==> src/ctm_defs.vh <==
`ifndef CTM_DEFS_VH
`define CTM_DEFS_VH
// Register word indices; byte address is four times the index
`define CTM_IDX_CTRL0 3'h0
`define CTM_IDX_CTRL1 3'h1
`define CTM_IDX_CNT_L 3'h2
`define CTM_IDX_CNT_H 3'h3
`define CTM_IDX_CMPA_L 3'h4
`define CTM_IDX_CMPA_H 3'h5
`define CTM_IDX_PINSEL 3'h6
`define CTM_IDX_STATUS 3'h7
// Control 0 fields
`define CTM_C0_PAUSE 7
`define CTM_C0_CKS_HI 6
`define CTM_C0_CKS_LO 4
`define CTM_C0_ON 3
`define CTM_C0_PER_HI 2
`define CTM_C0_PER_LO 0
// Control 1 fields
`define CTM_C1_MODE_HI 7
`define CTM_C1_MODE_LO 6
`define CTM_C1_IO_HI 5
`define CTM_C1_IO_LO 4
`define CTM_C1_OC 3
`define CTM_C1_POL 2
`define CTM_C1_DPX 1
`define CTM_C1_CCLR 0
// Modes
`define CTM_MODE_CMP 2'h0
`define CTM_MODE_PWM 2'h2
`define CTM_MODE_TMR 2'h3
// Output actions
`define CTM_IO_NONE 2'h0
`define CTM_IO_LOW 2'h1
`define CTM_IO_HIGH 2'h2
`define CTM_IO_TOG 2'h3
// Clock select codes
`define CTM_CKS_SYS4 3'h0
`define CTM_CKS_SYS 3'h1
`define CTM_CKS_H16 3'h2
`define CTM_CKS_H64 3'h3
`define CTM_CKS_TBC 3'h4
`define CTM_CKS_EXTR 3'h6
`define CTM_CKS_EXTF 3'h7
// Pin select masks and reset values per variant
`define CTM_PSEL_MASK_S 8'h31
`define CTM_PSEL_RST_S 8'h11
`define CTM_PSEL_MASK_L 8'hB3
`define CTM_PSEL_RST_L 8'h91
// Status flags
`define CTM_ST_A 0
`define CTM_ST_P 1
`define CTM_CNT_MAX 10'h3FF
`endif

==> src/ctm_core.v <==
// Notes on behaviour
// RULE1 - Two interrupt sources: period match and compare-register match.
// RULE2 - A match event can clear the counter and change the output pin.
// RULE3 - External clock pin counts only when selected, on chosen edge.
// RULE4 - Compare output mode drives pin high, low or toggles on match.
// RULE5 - Output pin carries the PWM waveform in PWM mode. Code does so only for action 10; 00 and 01 give a fixed level, 11 holds.
// RULE6 - One enable bit per pin hands it to the timer.
// RULE7 - Small variant enables at bits 5, 4 and 0; rest read zero.
// RULE8 - Large variant enables at bits 7, 5, 4, 1, 0; 7, 4, 0 reset one.
// RULE9 - Software never enables more than one capture input at once.
// RULE10 - Second output pin is same or inverted signal, per port bit.
// RULE11 - Low byte compare write only loads the shared holding buffer.
// RULE12 - High byte write updates high bits and copies buffer to low.
// RULE13 - High byte read returns high bits and captures low into buffer.
// RULE14 - Low byte read returns the holding buffer.
// RULE15 - Software writes low before high, reads high before low.
// RULE16 - Ten-bit up-counter from internal clock or external pin.
// RULE17 - Period compares top three bits; compare value all ten bits.
// RULE18 - No counter write path; only clear on on/off rising.
// RULE19 - Counter clears on overflow or comparator match, raising events.
// RULE20 - Compare output, timer/counter and PWM modes.
// RULE21 - Clock select codes; 101 disables; 110 rising, 111 falling pin.
// RULE22 - Period in 128-clock steps; 000 means full 1024 clocks.
// RULE23 - On/off rising clears counter; falling stops and holds value.
// RULE24 - Mode field: 00 compare, 10 PWM, 11 timer; 01 undefined.
// RULE25 - Counter keeps running while its low byte is captured.
//
// The Avalon-MM register port and the register addresses were chosen for this implementation.
`timescale 1ns/1ps
`include "ctm_defs.vh"

module ctm_core
#(
   parameter LARGE_VARIANT = 0
)
(
   input wire clk, // 50 MHz system clock
   input wire rst_n, // Async reset, active low
   input wire [4:0] avs_address, // Word index
   input wire avs_read, // Read request
   input wire avs_write, // Write request
   input wire [31:0] avs_writedata, // Write data, low byte used
   output reg [31:0] avs_readdata, // Read data
   output wire avs_waitrequest, // Stall
   input wire tbc_tick, // Time-base clock tick, same domain
   input wire timer_ext_clock_pin, // External clock pin, async
   input wire port_invert, // Port data bit inverting second output
   output reg timer_output_pin0, // First output pin level
   output wire timer_output_pin0_oe, // First output enable
   output reg timer_output_pin1, // Second output pin level
   output wire timer_output_pin1_oe, // Second output enable
   output wire [7:0] timer_pin_select, // Pin-select register view
   output reg match_p_pulse, // Period match event
   output reg match_a_pulse // Compare match event
);

   localparam [7:0] PSEL_MASK = LARGE_VARIANT ? `CTM_PSEL_MASK_L : `CTM_PSEL_MASK_S;
   localparam [7:0] PSEL_RST = LARGE_VARIANT ? `CTM_PSEL_RST_L : `CTM_PSEL_RST_S;

   reg [7:0] ctrl0_reg;
   reg [7:0] ctrl1_reg;
   reg [7:0] psel_reg;
   reg [7:0] buf_reg;
   reg [9:0] cmpa_reg;
   reg [9:0] cnt_reg;
   reg [1:0] status_reg;
   reg ack_reg;
   reg on_prev_reg;
   reg [5:0] div_reg;
   reg ext_s1_reg;
   reg ext_s2_reg;
   reg ext_s3_reg;
   reg out_reg;
   reg tick;
   reg [7:0] rd_next;

   wire req = avs_read | avs_write;
   wire take = req & ack_reg;
   wire [2:0] idx = avs_address[2:0];
   wire hit = (avs_address[4:3] == 2'h0);
   wire [7:0] wd = avs_writedata[7:0];
   wire [2:0] cks = ctrl0_reg[`CTM_C0_CKS_HI:`CTM_C0_CKS_LO];
   wire [2:0] per = ctrl0_reg[`CTM_C0_PER_HI:`CTM_C0_PER_LO];
   wire on_bit = ctrl0_reg[`CTM_C0_ON];
   wire [1:0] mode = ctrl1_reg[`CTM_C1_MODE_HI:`CTM_C1_MODE_LO];
   wire [1:0] io = ctrl1_reg[`CTM_C1_IO_HI:`CTM_C1_IO_LO];
   wire oc = ctrl1_reg[`CTM_C1_OC];
   wire on_rise = on_bit & ~on_prev_reg;
   wire run = on_bit & ~ctrl0_reg[`CTM_C0_PAUSE] & tick;
   wire [9:0] nxt = cnt_reg + 10'h001;

   //------------------------------------------------------------
   // Bus slave
   //------------------------------------------------------------

   // One wait cycle; a write acts at the edge with waitrequest low, a read one edge earlier
   assign avs_waitrequest = req & ~ack_reg;

   always @(posedge clk or negedge rst_n)
   begin
      if (!rst_n)
         ack_reg <= 1'b0;
      else
         ack_reg <= req & ~ack_reg;
   end

   // Read mux; unmapped words read zero
   always @*
   begin
      rd_next = 8'h00;
      if (hit)
      begin
         case (idx)
            `CTM_IDX_CTRL0: rd_next = ctrl0_reg;
            `CTM_IDX_CTRL1: rd_next = ctrl1_reg;
            // RULE14 - low reads buffer
            `CTM_IDX_CNT_L: rd_next = buf_reg;
            `CTM_IDX_CMPA_L: rd_next = buf_reg;
            // RULE13 - high bits direct
            `CTM_IDX_CNT_H: rd_next = {6'h00, cnt_reg[9:8]};
            `CTM_IDX_CMPA_H: rd_next = {6'h00, cmpa_reg[9:8]};
            // RULE7 - unused bits zero
            `CTM_IDX_PINSEL: rd_next = psel_reg & PSEL_MASK;
            `CTM_IDX_STATUS: rd_next = {6'h00, status_reg};
            default: rd_next = 8'h00;
         endcase
      end
   end

   // Data is latched in the wait cycle, so it stands at the taking edge
   always @(posedge clk or negedge rst_n)
   begin
      if (!rst_n)
         avs_readdata <= 32'h00000000;
      else if (avs_read & ~ack_reg)
         avs_readdata <= {24'h000000, rd_next};
   end

   // Control and pin-select registers
   always @(posedge clk or negedge rst_n)
   begin
      if (!rst_n)
      begin
         ctrl0_reg <= 8'h00;
         ctrl1_reg <= 8'h00;
         // RULE8 - variant reset values
         psel_reg <= PSEL_RST;
      end
      else if (take & avs_write & hit)
      begin
         if (idx == `CTM_IDX_CTRL0)
            ctrl0_reg <= wd;
         if (idx == `CTM_IDX_CTRL1)
            ctrl1_reg <= wd;
         // RULE7 - only mapped bits stored
         if (idx == `CTM_IDX_PINSEL)
            psel_reg <= wd & PSEL_MASK;
      end
   end

   // Shared holding buffer and compare value
   always @(posedge clk or negedge rst_n)
   begin
      if (!rst_n)
      begin
         buf_reg <= 8'h00;
         cmpa_reg <= 10'h000;
      end
      else if (hit)
      begin
         // RULE11 - low write to buffer
         if (take & avs_write & (idx == `CTM_IDX_CMPA_L))
            buf_reg <= wd;
         // RULE12 - high write merges buffer
         if (take & avs_write & (idx == `CTM_IDX_CMPA_H))
            cmpa_reg <= {wd[1:0], buf_reg};
         // RULE13 - high read captures low
         // RULE25 - same edge as high bits, so a running count stays consistent
         if (avs_read & ~ack_reg & (idx == `CTM_IDX_CNT_H))
            buf_reg <= cnt_reg[7:0];
         if (avs_read & ~ack_reg & (idx == `CTM_IDX_CMPA_H))
            buf_reg <= cmpa_reg[7:0];
      end
   end

   //------------------------------------------------------------
   // Clock source
   //------------------------------------------------------------

   // Pin synchroniser; third stage only for edge detection
   always @(posedge clk or negedge rst_n)
   begin
      if (!rst_n)
      begin
         ext_s1_reg <= 1'b0;
         ext_s2_reg <= 1'b0;
         ext_s3_reg <= 1'b0;
      end
      else
      begin
         ext_s1_reg <= timer_ext_clock_pin;
         ext_s2_reg <= ext_s1_reg;
         ext_s3_reg <= ext_s2_reg;
      end
   end

   // Free prescaler; high clock taken equal to system clock
   always @(posedge clk or negedge rst_n)
   begin
      if (!rst_n)
         div_reg <= 6'h00;
      else
         div_reg <= div_reg + 6'h01;
   end

   // RULE21 - clock select decode
   always @*
   begin
      case (cks)
         `CTM_CKS_SYS4: tick = (div_reg[1:0] == 2'h3);
         `CTM_CKS_SYS: tick = 1'b1;
         `CTM_CKS_H16: tick = (div_reg[3:0] == 4'hF);
         `CTM_CKS_H64: tick = (div_reg == 6'h3F);
         `CTM_CKS_TBC: tick = tbc_tick;
         // RULE3 - pin used only when selected
         `CTM_CKS_EXTR: tick = ext_s2_reg & ~ext_s3_reg;
         `CTM_CKS_EXTF: tick = ~ext_s2_reg & ext_s3_reg;
         default: tick = 1'b0;
      endcase
   end

   //------------------------------------------------------------
   // Counter and comparators
   //------------------------------------------------------------

   // RULE17 - period on top bits
   wire hit_p = (per == 3'h0) ? (cnt_reg == `CTM_CNT_MAX) :
      ((nxt[9:7] == per) & (nxt[6:0] == 7'h00));
   // RULE17 - compare on all bits
   wire hit_a = (nxt == cmpa_reg);
   // RULE2 - match selects clearing
   wire clr = ctrl1_reg[`CTM_C1_CCLR] ? hit_a : hit_p;

   // RULE16 - ten-bit up counter
   always @(posedge clk or negedge rst_n)
   begin
      if (!rst_n)
      begin
         cnt_reg <= 10'h000;
         on_prev_reg <= 1'b0;
      end
      else
      begin
         on_prev_reg <= on_bit;
         // RULE18 - only software clear
         // RULE23 - rise clears, off holds
         if (on_rise)
            cnt_reg <= 10'h000;
         // RULE25 - counting ignores bus reads
         else if (run)
         begin
            // RULE19 - clear on overflow or match
            // RULE22 - zero period wraps at max
            if (clr)
               cnt_reg <= 10'h000;
            else
               cnt_reg <= nxt;
         end
      end
   end

   // RULE1 - two event sources
   always @(posedge clk or negedge rst_n)
   begin
      if (!rst_n)
      begin
         match_p_pulse <= 1'b0;
         match_a_pulse <= 1'b0;
      end
      else
      begin
         match_p_pulse <= run & ~on_rise & hit_p;
         match_a_pulse <= run & ~on_rise & hit_a;
      end
   end

   // Sticky flags, write one to clear; a new event beats the clear
   always @(posedge clk or negedge rst_n)
   begin
      if (!rst_n)
         status_reg <= 2'h0;
      else
      begin
         if (take & avs_write & hit & (idx == `CTM_IDX_STATUS))
            status_reg <= status_reg & ~wd[1:0];
         if (match_a_pulse)
            status_reg[`CTM_ST_A] <= 1'b1;
         if (match_p_pulse)
            status_reg[`CTM_ST_P] <= 1'b1;
      end
   end

   //------------------------------------------------------------
   // Output stage
   //------------------------------------------------------------

   // RULE20 - mode dependent output
   // RULE24 - undefined mode holds pin
   always @(posedge clk or negedge rst_n)
   begin
      if (!rst_n)
         out_reg <= 1'b0;
      else if (mode == `CTM_MODE_CMP)
      begin
         if (on_rise)
            out_reg <= oc;
         // RULE4 - match action
         else if (match_a_pulse)
         begin
            case (io)
               `CTM_IO_LOW: out_reg <= 1'b0;
               `CTM_IO_HIGH: out_reg <= 1'b1;
               `CTM_IO_TOG: out_reg <= ~out_reg;
               default: out_reg <= out_reg;
            endcase
         end
      end
      else if (mode == `CTM_MODE_PWM)
      begin
         // RULE5 - PWM waveform, duty from compare, only for action 10; 00 and 01 drive a fixed level, 11 holds
         case (io)
            `CTM_IO_NONE: out_reg <= ~oc;
            `CTM_IO_LOW: out_reg <= oc;
            `CTM_IO_HIGH: out_reg <= (cnt_reg < cmpa_reg) ? oc : ~oc;
            default: out_reg <= out_reg;
         endcase
      end
   end

   // RULE10 - second pin same or inverse
   always @(posedge clk or negedge rst_n)
   begin
      if (!rst_n)
      begin
         timer_output_pin0 <= 1'b0;
         timer_output_pin1 <= 1'b0;
      end
      else
      begin
         timer_output_pin0 <= out_reg ^ ctrl1_reg[`CTM_C1_POL];
         timer_output_pin1 <= out_reg ^ ctrl1_reg[`CTM_C1_POL] ^ port_invert;
      end
   end

   // RULE6 - one enable bit per pin
   // Timer-mode output stays off, as the pin control must be disabled there
   assign timer_output_pin0_oe = psel_reg[0] & (mode != `CTM_MODE_TMR);
   assign timer_output_pin1_oe = psel_reg[1] & (mode != `CTM_MODE_TMR);
   assign timer_pin_select = psel_reg & PSEL_MASK;

endmodule

==> config.mk <==
export PLATFORM = sky130hd
export DESIGN_NAME = ctm_core
export DESIGN_NICKNAME = d
export VERILOG_FILES = /design/src/ctm_core.v
export VERILOG_INCLUDE_DIRS = /design/src
export SDC_FILE = /design/constraint.sdc
export NUM_CORES = 1
export LEC_CHECK = 0
export BUFFER_PORTS_ARGS = -buffer_cell sky130_fd_sc_hd__buf_2
export CAP_MARGIN = 5
export CELL_PAD_IN_SITES_DETAIL_PLACEMENT = 0
export CELL_PAD_IN_SITES_GLOBAL_PLACEMENT = 2
export CORE_MARGIN = 10
export CORE_UTILIZATION = 31
export CTS_BUF_LIST = sky130_fd_sc_hd__clkbuf_16
export CTS_CLUSTER_SIZE = 25
export DETAILED_ROUTE_END_ITERATION = 10
export MAX_ROUTING_LAYER = met4
export PLACE_DENSITY_LB_ADDON = 0.05
export SLEW_MARGIN = 30
export SYNTH_ARGS = -nofsm -noshare
export SYNTH_HDL_FRONTEND = slang
export SYNTH_SLANG_ARGS = --single-unit
==> constraint.sdc <==
create_clock -name clk -period 2.7 [get_ports clk]
set_clock_uncertainty 0.2 [all_clocks]
set_input_delay 0.135 -clock clk [delete_from_list [all_inputs] [get_ports clk]]
set_output_delay 0.135 -clock clk [all_outputs]
set_load 0.03 [all_outputs]
Word-level counts from Yosys, hierarchy flattened
Cells that the tools add are included.

storage, ports and cells
  bits in registers = 73
  bits of input ports = 44
  output and inout port bits = 47
  word-level logic and storage cells = 123

operators by class
  bitwise gates (word level) = 33
  mux-type cells = 21
  add/sub/neg operators = 2
  equality and inequality tests = 26
  reductions and logical operators = 20
  magnitude comparators = 1

operators by type and width
  kind                                                             count
  8-bit one-hot mux with 7 select lines                            1
  8-bit 2-to-1 mux                                                 4
  10-bit 2-to-1 mux                                                3
  3-bit == test, second input constant                             7
  1-bit AND                                                        20
  3-bit by 2-bit == test with 1-bit output, second input constant  4
  10-bit by 1-bit adder with 10-bit output, second input constant  1
  10-bit == test                                                   1
  10-bit == test, second input constant                            1
  10-bit less-than comparator                                      1
  2-bit AND reduction                                              5
  3-bit logical NOT                                                3
  1-bit 2-to-1 mux                                                 9
  2-bit == test, second input constant                             4
  1-bit inverter                                                   8
  2-bit nonzero test                                               4
  7-bit logical NOT                                                1
  1-bit one-hot mux with 7 select lines                            1
  6-bit by 1-bit adder with 6-bit output, second input constant    1
  3-bit by 1-bit == test with 1-bit output, second input constant  2
  6-bit == test, second input constant                             1
  2-bit logical NOT                                                3
  1-bit one-hot mux with 3 select lines                            2
  5-bit by 2-bit != test with 1-bit output, second input constant  1
  other kinds (14)                                                 15

Depth between registers and ports, before layout
Gate-level depths: netlist of the first run.

  word-level depth = 8
  mapped depth = 11
  mapped depth without buffers = 9

Least setup slack after synthesis of the first run
OpenSTA, ideal clock, no wires.

  path type = register to register
  from = register cnt_reg[1]
  to = register cnt_reg[7]
  period minus slack after synthesis = 2,720 ps
  data arrival time = 2,360 ps
  required time = 2,340 ps
  cell stages (with the launch flop) = 12
  slack = -20 ps
  buffers on the path = 3
  cell sequence = dfrtp_1 > ha_1 > clkbuf_1 > xor2_1 > xnor2_1 > nand3_1 > or3_1 > or3_1 > buf_4 > buf_6 > nand4b_1 > a31oi_1

on the way
  word-level cells in the longest chain between the ends = 8
  elaborated cells between the ends (all ways) = 11
  classes of those cells = 1 x add/sub; 3 x eq/ne; 5 x mux; 1 x bitwise; 1 x reduce/logical

RTL lines
  element                                             RTL line        source
  from (decl)                                         ctm_core.v:65   reg [9:0] cnt_reg;
  from (signal assigned)                              ctm_core.v:267  cnt_reg <= nxt;
  10-bit by 1-bit adder with 10-bit output            ctm_core.v:90   wire [9:0] nxt = cnt_reg + 10'h001;
  7-bit logical NOT or 3-bit == test (tied branches)  ctm_core.v:238  ((nxt[9:7] == per) & (nxt[6:0] == 7'h00));
  1-bit AND                                           ctm_core.v:238
  1-bit 2-to-1 mux                                    ctm_core.v:237  wire hit_p = (per == 3'h0) ? (cnt_reg == `CTM_CNT_MAX) :
  1-bit 2-to-1 mux                                    ctm_core.v:242  wire clr = ctrl1_reg[`CTM_C1_CCLR] ? hit_a : hit_p;
  10-bit 2-to-1 mux (*)                               ctm_core.v:264  if (clr)
  10-bit 2-to-1 mux (*)                               ctm_core.v:260  else if (run)
  10-bit 2-to-1 mux (*)                               ctm_core.v:257  if (on_rise)

Every way passes the cells marked *; elsewhere a longest branch is shown, timed or not. The select of a mux whose other input is x is not followed.
A chain may end at the register's enable or synchronous reset.

Worst setup path in the final report of the first run
  from = register cnt_reg[1]
  to = register cnt_reg[2]

The elaborated chain is that of the path after synthesis.

==> metrics, run 1 <==
MaxCap Viol Count 0; violated checks negative setup slack; status complete, but fails checks; final net count 627; startpoint types register; Port Buffers 36; Hold Crit Class input port to asynchronous set/reset pin; Synth Area per Inst 9.491 sq um; largest family of logic cells by synthesized area simple AND/OR/NAND/NOR gates; placed cell count 722; Async SR Flop Fraction 1.000; first-pass GRT wire length 21650 um; fin area 0.005744 sq mm; number of global-route vias before repair 3633; EDFF count, synth 0; clock-pin slew on the worst setup and hold paths 0.07 ns; Critical Path RT 2.72 ns; clock sink count 73; 1st-iter DRT viols 211; fin crit share 1.018; GP Congestion 0.8522; clock power share 0.377; Die Y 141.9 um; synth warn 0; register share of total power 0.396; CP arrival 2.77 ns; CTS Root Cell clkbuf_16; Starting Density 0.3167; Routed WL per cell 18.45 um; drt via density 4.887; synthesis-stage register bit count 73; RSZ-0062 raised after global routing yes; placed cell areas 0.005152 sq mm; Synth Area in Compound Gates 0.1506; CP endpoint kind register; leak pwr 2.593 nW; XOR/XNOR Fraction of Synth Area 0.05273; maximum clock rate 364.0 MHz; Rel. slew slack 0.5795; Post-Place Setup Slack -0.1366 ns; Area Growth Syn to Fin 24.79%; Post-Synth Adder-Cell Area 0.05491; DP HPWL 10580 um; kind of critical path register to register; ant diodes 0; 1st-pass router iterations 4; Max IR drop VDD 334.9 uV; multiplexer area fraction after synthesis 0.09024; Worst-Margin Slew 0.6260 ns; Clk Latency, worst-skew pair 0.35 ns; CTS Buffer Depth 2; Internal Power 2.249 mW; Final Hold Viols 0; sequential share of the synthesized area 0.3974; CTS Buf Count 9; layout cells sized above 1 0.2627; Final Util 0.3952; Cell Area, Synth 0.004603 sq mm; Die X-Extent 141.9 um; Slew Limit Fails 0; remaining global-route overflow 0; Main synth FF type dfrtp_1; Distinct cells, synth 59; Tmin final 2.747 ns; switching share of power 0.3308; synthesized instance count 485; # setup viols final 9; largest net degree at the start of global routing 29; biggest fanout along the worst timing path 4; pwr/cell area 585.2 mW/mm^2; worst setup margin -0.04729 ns; NetSw 1.112 mW; Finished Layout Cells 755; CTS tree built; Tot GR Track Use 0.1431; initial antenna violation count 0; Vias 3690; Die ar. 0.02012 sq mm; drt drc 0; # H-tree levels 3; CORE AREA 0.01453 sq mm; Ports 91; Post-Route WL 13930 um; Total Power 3.362 mW; Antenna Nets Post-Route 0; num rows 44; Comb power frac 0.227; simple-gate portion of the synthesized area 0.1544
-- kinds of logic after synthesis --
kind of cell / Yosys count
buffers and inverters: 82
other: 1
and+or+nand+nor: 136
DFF: 73
AOI/OAI and AO/OA: 113
muxes: 36
adders and majority gates: 21
xor gates and xnor gates: 23
-- final cells by class --
class	count	area (sq um)
clock buffer	9	225.2
inverter	26	97.59
fill	1526	8790
timing repair buffer	97	749.5
clock inverter	7	77.57
tap	184	230.2
multi-input combinational	359	2531
sequential	73	1833
-- metal layers --
| metal | routed length, um | vias up | GRT usage |
|---|---|---|---|
| met5 | 0 | - | - |
| met4 | 102 | 0 | 0.02905 |
| met3 | 665 | 8 | 0.03838 |
| met2 | 6116 | 80 | 0.2011 |
| met1 | 7043 | 1769 | 0.2013 |
| li1 | - | 1833 | - |
-- through the flow --
stage / hold WS, ns / TNS [ns]
final: 0.01722 / -0.2812
after global routing: 0.05795 / -1.212
after CTS: 0.01048 / -0.001316
after detailed placement: -0.1539 / -0.9524
after global placement: 0.04401 / -0.7616
after floorplan: -0.3606 / 0
-- cells in the final DEF (no fill, tap or decap), types with 9 or more instances in the layout --
master,instances
dfrtp_1,68
nand2_1,41
buf_4,41
o21ai_0,38
buf_2,36
conb_1,30
inv_1,26
nor2_1,26
a21oi_1,26
mux2_2,24
ha_1,15
nand4_1,14
dlygate4sd3_1,13
xnor2_1,12
a31oi_1,12
mux2i_1,10
clkbuf_16,10
nand2b_1,9
-- what timing repair did --
item / 4_1_cts / 5_1_grt
hold buffers: 13 / 0
pin swaps: 0 / 2
hold endpoints to repair: 71 / 0
gates resized for setup: 5 / 17
setup buffers: 0 / 2
endpoints found under the setup margin: 10 / 11
cloned: 1 / 1
-- critical path: stages (launching register included) --
cell	delay (ns)
dfrtp_1	0.40
buf_6	0.13
ha_4	0.22
xor2_2	0.15
a211oi_2	0.25
nand3_1	0.10
or3_1	0.33
or3_4	0.42
clkbuf_16	0.17
a41oi_1	0.19
a31oi_1	0.06
-- Yosys cell counts, types with 3 or more instances --
master	number	area, sq um
a21oi_1	26	130.1
mux2_2	24	270.3
nand4b_1	6	52.55
a41oi_1	8	70.07
nor3_1	7	35.03
xor2_1	7	61.31
nand2_1	41	153.9
o21ai_0	39	195.2
maj3_1	4	40.04
clkbuf_1	14	52.55
ha_1	17	212.7
mux2i_1	10	100.1
buf_4	33	247.7
buf_2	6	30.03
a31oi_1	12	75.07
nand3b_1	3	22.52
inv_1	26	97.59
nor2_1	27	101.4
dfrtp_1	71	1777
a21o_1	4	30.03
nand2b_1	9	56.30
or3_1	3	18.77
nand4_1	14	87.58
o31a_1	3	26.28
nand3_1	9	45.04
xnor2_1	13	113.9
xnor3_1	3	67.56
-- path summary, 6_finish.rpt --
check,endpoint,startpoint,cells after the start,slack (ns)
worst max-delay path,cnt_reg[2]$_DFFE_PN0P_,cnt_reg[1]$_DFFE_PN0P_,10,-0.05
worst min-delay path,ack_reg$_DFF_PN0_,rst_n,2,0.02
worst max register to register,cnt_reg[2]$_DFFE_PN0P_,cnt_reg[1]$_DFFE_PN0P_,10,-0.05
worst min register to register,ext_s2_reg$_DFF_PN0_,ext_s1_reg$_DFF_PN0_,0,0.15
max in group asynchronous,ctrl0_reg[1]$_DFFE_PN0P_,rst_n,4,1.62
min in group clk,avs_readdata[7]$_DFFE_PN0P_,avs_address[3],5,0.08
-- power by group through the flow --
stage | combinational, mW | sequential (mW) | clock (mW)
3_3_place_gp | 0.726 | 1.35 | 0
2_1_floorplan | 0.464 | 1.37 | 0
5_1_grt | 0.851 | 1.36 | 1.34
4_1_cts | 0.760 | 1.33 | 1.30
6_report | 0.763 | 1.33 | 1.27
3_5_place_dp | 0.738 | 1.35 | 0
Note: power is estimated with default switching activity, not from simulation.
==> run 2: changes to the inputs <==
Settings changed: BUFFER_PORTS_ARGS -buffer_cell sky130_fd_sc_hd__buf_2 to -buffer_cell sky130_fd_sc_hd__buf_4.
==> run 2 against run 1 <==
The flow still finishes with violations (negative setup slack). Setup slack improved by 0.011 ns. Highest routed layer unchanged. Largest power group unchanged. Flip-flop and latch count did not move. Die area did not move. Via count rose by 0.46%. Register-to-register slack barely moved. First-iteration DRC count rose by 8.1%. Clock power rose by 5%. Combinational power rose by 3.0%. Largest cell class unchanged. Routed wire length rose by 0.77%.
==> metrics, run 2 (same netlist as run 1, synthesis figures left out) <==
maximum clock rate 365.5 MHz; Clk Latency, worst-skew pair 0.34 ns; final net count 624; biggest fanout along the worst timing path 4; CORE AREA 0.01453 sq mm; pwr/cell area 591.2 mW/mm^2; layout cells sized above 1 0.2588; Ports 91; 1st-pass router iterations 4; CTS Buf Count 9; Max IR drop VDD 298.5 uV; worst setup margin -0.03584 ns; Final Hold Viols 0; initial antenna violation count 0; Die ar. 0.02012 sq mm; Antenna Nets Post-Route 0; Port Buffers 36; Post-Place Setup Slack -0.1355 ns; CTS Buffer Depth 2; Post-Route WL 14040 um; CP endpoint kind register; Slew Limit Fails 0; CP arrival 2.75 ns; num rows 44; Tot GR Track Use 0.1414; startpoint types register; Tmin final 2.736 ns; remaining global-route overflow 0; CP bufs+invs 2; Worst-Margin Slew 0.7178 ns; status complete, but fails checks; CP cell instances buf_6 -> ha_4 -> xor2_1 -> a211oi_2 -> nand3_1 -> or3_1 -> or3_4 -> clkbuf_16 -> a41oi_2 -> a31oi_1; Starting Density 0.3167; drt drc 0; number of global-route vias before repair 3728; MaxCap Viol Count 0; cell at the slowest stage of the critical path or3_4; leak pwr 2.614 nW; crit-path leading delay family simple AND/OR/NAND/NOR gates; GP Congestion 0.8932; Routed WL per cell 18.66 um; register-to-register setup slack -0.04 ns; setup TNS -0.1319 ns; first-pass GRT wire length 21630 um; Area Growth Syn to Fin 26.91%; clock sink count 73; max incr delay on CP 0.45 ns; violated checks negative setup slack; ant diodes 0; Critical Path RT 2.71 ns; RSZ-0062 raised after global routing yes; Die X-Extent 141.9 um; kind of critical path register to register; # H-tree levels 3; largest net degree at the start of global routing 74; fin crit share 1.013; Rel. slew slack 0.5215; clock-pin slew on the worst setup and hold paths 0.06 ns; CTS tree built; drt via density 4.930; Hold Slack 0.02587 ns; Vias 3707; most frequent cells in the layout buf_4 (75), dfrtp_1 (69), nand2_1 (41); most common cell after layout, fill and taps aside buf_4; Die Y 141.9 um; Hold Crit Class input port to register; DP HPWL 10280 um; 1st-iter DRT viols 228; CTS Root Cell clkbuf_16; # setup viols final 7
run 2: changes by cell type in the layout (fill, tap and decap cells not counted), moves of 2 or more:
cell     change
a41oi_1      -4
buf_2       -36
a41oi_2      +4
buf_4       +34
buf_12       -2
run 2: power by group:
| part | internal (mW) | switching (mW) |
|---|---|---|
| registers | 1.22 | 0.115 |
| clock network | 0.812 | 0.520 |
| logic | 0.321 | 0.465 |
| total | 2.35 | 1.10 |
run 2: area by class of cell:
class                           count  area, sq um
Fill cell                        1488         8692
Multi-Input combinational cell    359         2556
Sequential cell                    73         1832
Timing Repair Buffer               94        805.8
Tap cell                          184        230.2
Clock buffer                        9        225.2
Inverter                           26        97.59
Clock inverter                      7        95.09
run 2: what timing repair did:
item,4_1_cts,5_1_grt
endpoints found under the hold margin,97,0
gates resized for setup,4,19
cloned,0,2
setup endpoints to repair,10,11
pin swaps,0,4
setup buffers,0,1
hold buffers,13,0
run 2: layer usage:
| metal | up-vias | track usage | share of wire | wire length, um |
|---|---|---|---|---|
| li1 | 1825 | - | - | - |
| met1 | 1781 | 0.1991 | 0.52 | 7339 |
| met2 | 82 | 0.1945 | 0.41 | 5821 |
| met3 | 19 | 0.02503 | 0.037 | 518 |
| met4 | 0 | 0.05863 | 0.025 | 356 |
| met5 | - | - | 0 | 0 |
run 2: worst paths after layout:
check,startpoint,depth (start not counted),to
min in group asynchronous,rst_n,2,avs_readdata[5]$_DFFE_PN0P_
max reg2reg,cnt_reg[1]$_DFFE_PN0P_,10,cnt_reg[7]$_DFFE_PN0P_
min reg2reg,ext_s1_reg$_DFF_PN0_,0,ext_s2_reg$_DFF_PN0_
min,avs_address[1],3,status_reg[0]$_DFFE_PN0P_
max in group asynchronous,rst_n,2,cnt_reg[2]$_DFFE_PN0P_
max,cnt_reg[1]$_DFFE_PN0P_,10,cnt_reg[7]$_DFFE_PN0P_
run 2: worst register-to-register path, cell delays in order (launching register included):
cell and delay [ns]:
dfrtp_1 0.41, buf_6 0.13, ha_4 0.21, xor2_1 0.15
a211oi_2 0.24, nand3_1 0.10, or3_1 0.32, or3_4 0.45
clkbuf_16 0.18, a41oi_2 0.18, a31oi_1 0.05
run 2: through the flow:
step                total power, mW  cells  utilization  instance area, sq um
floorplan                     1.839    514            -                  4713
global placement              2.107    720       0.3569                  5187
detailed placement            2.115    720       0.3574                  5195
CTS                           3.481    749       0.3902                  5672
global route                  3.635    752       0.4019                  5842
finish                        3.454    752       0.4019                  5842
==> run 3: changes to the inputs <==
Settings changed: CORE_MARGIN 10 to 5, HOLD_SLACK_MARGIN set to 0.02.
==> run 3 against run 2 <==
Total power down 4.5%. Setup slack better by 0.041 ns. Register-to-register slack better by 0.04 ns. Hold slack better by 0.017 ns. Core utilization up 0.095 points. Largest power group unchanged. Combinational power up 1%. First-iteration DRC count down 23%. Global-route usage up 1.9 points. Flip-flop and latch count unchanged. The run now ends clean. Fmax up 1.5%.
==> metrics, run 3 (same netlist as run 1, synthesis figures left out) <==
status finished, final reports clean; CTS Root Cell clkbuf_16; Max IR drop VDD 333.6 uV; Area Growth Syn to Fin 27.21%; hold-critical path endpoint status_reg[0]$_DFFE_PN0P_; register share of total power 0.407; Port Buffers 36; most frequent cells in the layout buf_4 (76), dfrtp_1 (67), nand2_1 (41); Critical Path RT 2.70 ns; Hold Crit Class input port to register; placed cell areas 0.005231 sq mm; number of global-route vias before repair 3698; switching share of power 0.3172; 1st-pass router iterations 4; # H-tree levels 3; Tot GR Track Use 0.1604; M1 GR Usage 0.2248; leak pwr 2.601 nW; Routed WL per cell 18.05 um; remaining global-route overflow 0; Post-Route WL 13590 um; Worst-Margin Slew 0.7614 ns; Antenna Nets Post-Route 0; placed cell count 721; Hold Crit Depth 3; CP endpoint kind register; maximum clock rate 371.1 MHz; Die Y 131.9 um; cell at the slowest stage of the critical path dfrtp_2; Final Hold Viols 0; met2 Use GR 0.2294; Ports 91; MaxCap Viol Count 0; fin crit share 0.9981; final net count 625; Clk Latency, worst-skew pair 0.34 ns; drt via density 4.942; Rel. slew slack 0.4885; num rows 44; Finished Layout Cells 753; R2R depth 9; register-to-register setup slack 0.005 ns; Total Power 3.299 mW; Starting Density 0.3167; startpoint types register; fin area 0.005856 sq mm; worst r2r dst cnt_reg[6]$_DFFE_PN0P_; # setup viols final 0; met3 capacity usage during global routing 0.03321; DP HPWL 10150 um; CP arrival 2.70 ns; RSZ-0062 raised after global routing yes; RR Startpoint cnt_reg[0]$_DFFE_PN0P_; CP cell instances ha_4 -> xor2_2 -> a211oi_2 -> nand3_1 -> or3_1 -> or3_4 -> buf_12 -> a41oi_2 -> a31oi_1; clock power share 0.352; hold path start avs_address[2]; pwr/cell area 563.3 mW/mm^2; Internal Power 2.252 mW; Tmin final 2.695 ns; Vias 3721; max incr delay on CP 0.45 ns; kind of critical path register to register; initial antenna violation count 0; Die X-Extent 131.9 um; most common cell after layout, fill and taps aside buf_4; NetSw 1.046 mW; Most Used Layer, Global Route met2; biggest fanout along the worst timing path 9; first-pass GRT wire length 21350 um; largest net degree at the start of global routing 48; clock-pin slew on the worst setup and hold paths 0.06 ns; FILL cells 1475; crit-path leading delay family simple AND/OR/NAND/NOR gates; CP bufs+invs 1; Hold Slack 0.04265 ns; CTS Buffer Depth 2; drt drc 0; Die ar. 0.01739 sq mm; GP Congestion 0.8638; Comb power frac 0.241; CORE AREA 0.01453 sq mm; clock sink count 73; ant diodes 0; 1st-iter DRT viols 176; layout cells sized above 1 0.2654; Slew Limit Fails 0; CTS Buf Count 9; CTS tree built
==> run 3: cell count changes in the layout (fill, tap and decap cells not counted), sizes merged <==
cell and change:
buf +1, clkbuf -1, bufinv -1, clkinv +1, dlygate4sd3 +1
==> run 3: final cells by class <==
type	count	area, sq um	area share
inverter	26	97.59	0.01667
sequential	73	1834	0.3132
clock inverter	7	55.05	0.009402
timing repair buffer	95	823.3	0.1406
multi-input combinational	359	2590	0.4423
clock buffer	9	225.2	0.03846
tap	184	230.2	0.03932
==> run 3: worst register-to-register path, stage by stage (launching register included) <==
cell and delay (ns):
dfrtp_2 0.45, ha_4 0.27, xor2_2 0.15, a211oi_2 0.24, nand3_1 0.10, or3_1 0.33, or3_4 0.43, buf_12 0.16
a41oi_2 0.18, a31oi_1 0.05
==> run 3: worst max-delay path by stage <==
stage	startpoint	endpoint	slack (ns)	depth (start not counted)
2_1_floorplan	cnt_reg[1]$_DFFE_PN0P_	cnt_reg[7]$_DFFE_PN0P_	0.05	11
6_report	cnt_reg[0]$_DFFE_PN0P_	cnt_reg[6]$_DFFE_PN0P_	0.005	9
4_1_cts	cnt_reg[0]$_DFFE_PN0P_	cnt_reg[4]$_DFFE_PN0P_	0.001	10
5_1_grt	cnt_reg[0]$_DFFE_PN0P_	cnt_reg[5]$_DFFE_PN0P_	-0.08	9
3_5_place_dp	cnt_reg[0]$_DFFE_PN0P_	cnt_reg[6]$_DFFE_PN0P_	-0.13	10
3_3_place_gp	cnt_reg[0]$_DFFE_PN0P_	cnt_reg[6]$_DFFE_PN0P_	-0.13	10
==> run 3: per-layer routing <==
metal  vias to the layer above  wire [um]
met5                         -          0
met1                      1778       6890
met4                         0        312
li1                       1829          -
met3                        19        530
met2                        95       5861
==> run 3: repair_timing <==
action	CTS	global route
setup endpoints to repair	10	11
hold endpoints to repair	99	0
pin swaps	0	3
hold buffers	14	0
setup buffers	0	1
resized for setup	4	25
cloned	0	1
==> run 3: metrics by stage <==
step / setup slack (ns) / TNS (ns) / util
6_report: 0.005082 / 0 / 0.4029
3_3_place_gp: -0.1299 / -0.9754 / 0.3564
2_1_floorplan: 0.05096 / 0 / -
3_5_place_dp: -0.1279 / -0.8905 / 0.3599
5_1_grt: -0.08271 / -0.4966 / 0.4029
4_1_cts: 0.001197 / 0 / 0.3904
==> run 3: power groups by stage <==
stage / Combinational, mW / Clock, mW / Sequential (mW)
final: 0.796 / 1.16 / 1.34
after global routing: 0.872 / 1.23 / 1.36
after CTS: 0.785 / 1.20 / 1.34
after detailed placement: 0.761 / 0 / 1.36
after global placement: 0.744 / 0 / 1.36
after floorplan: 0.464 / 0 / 1.37
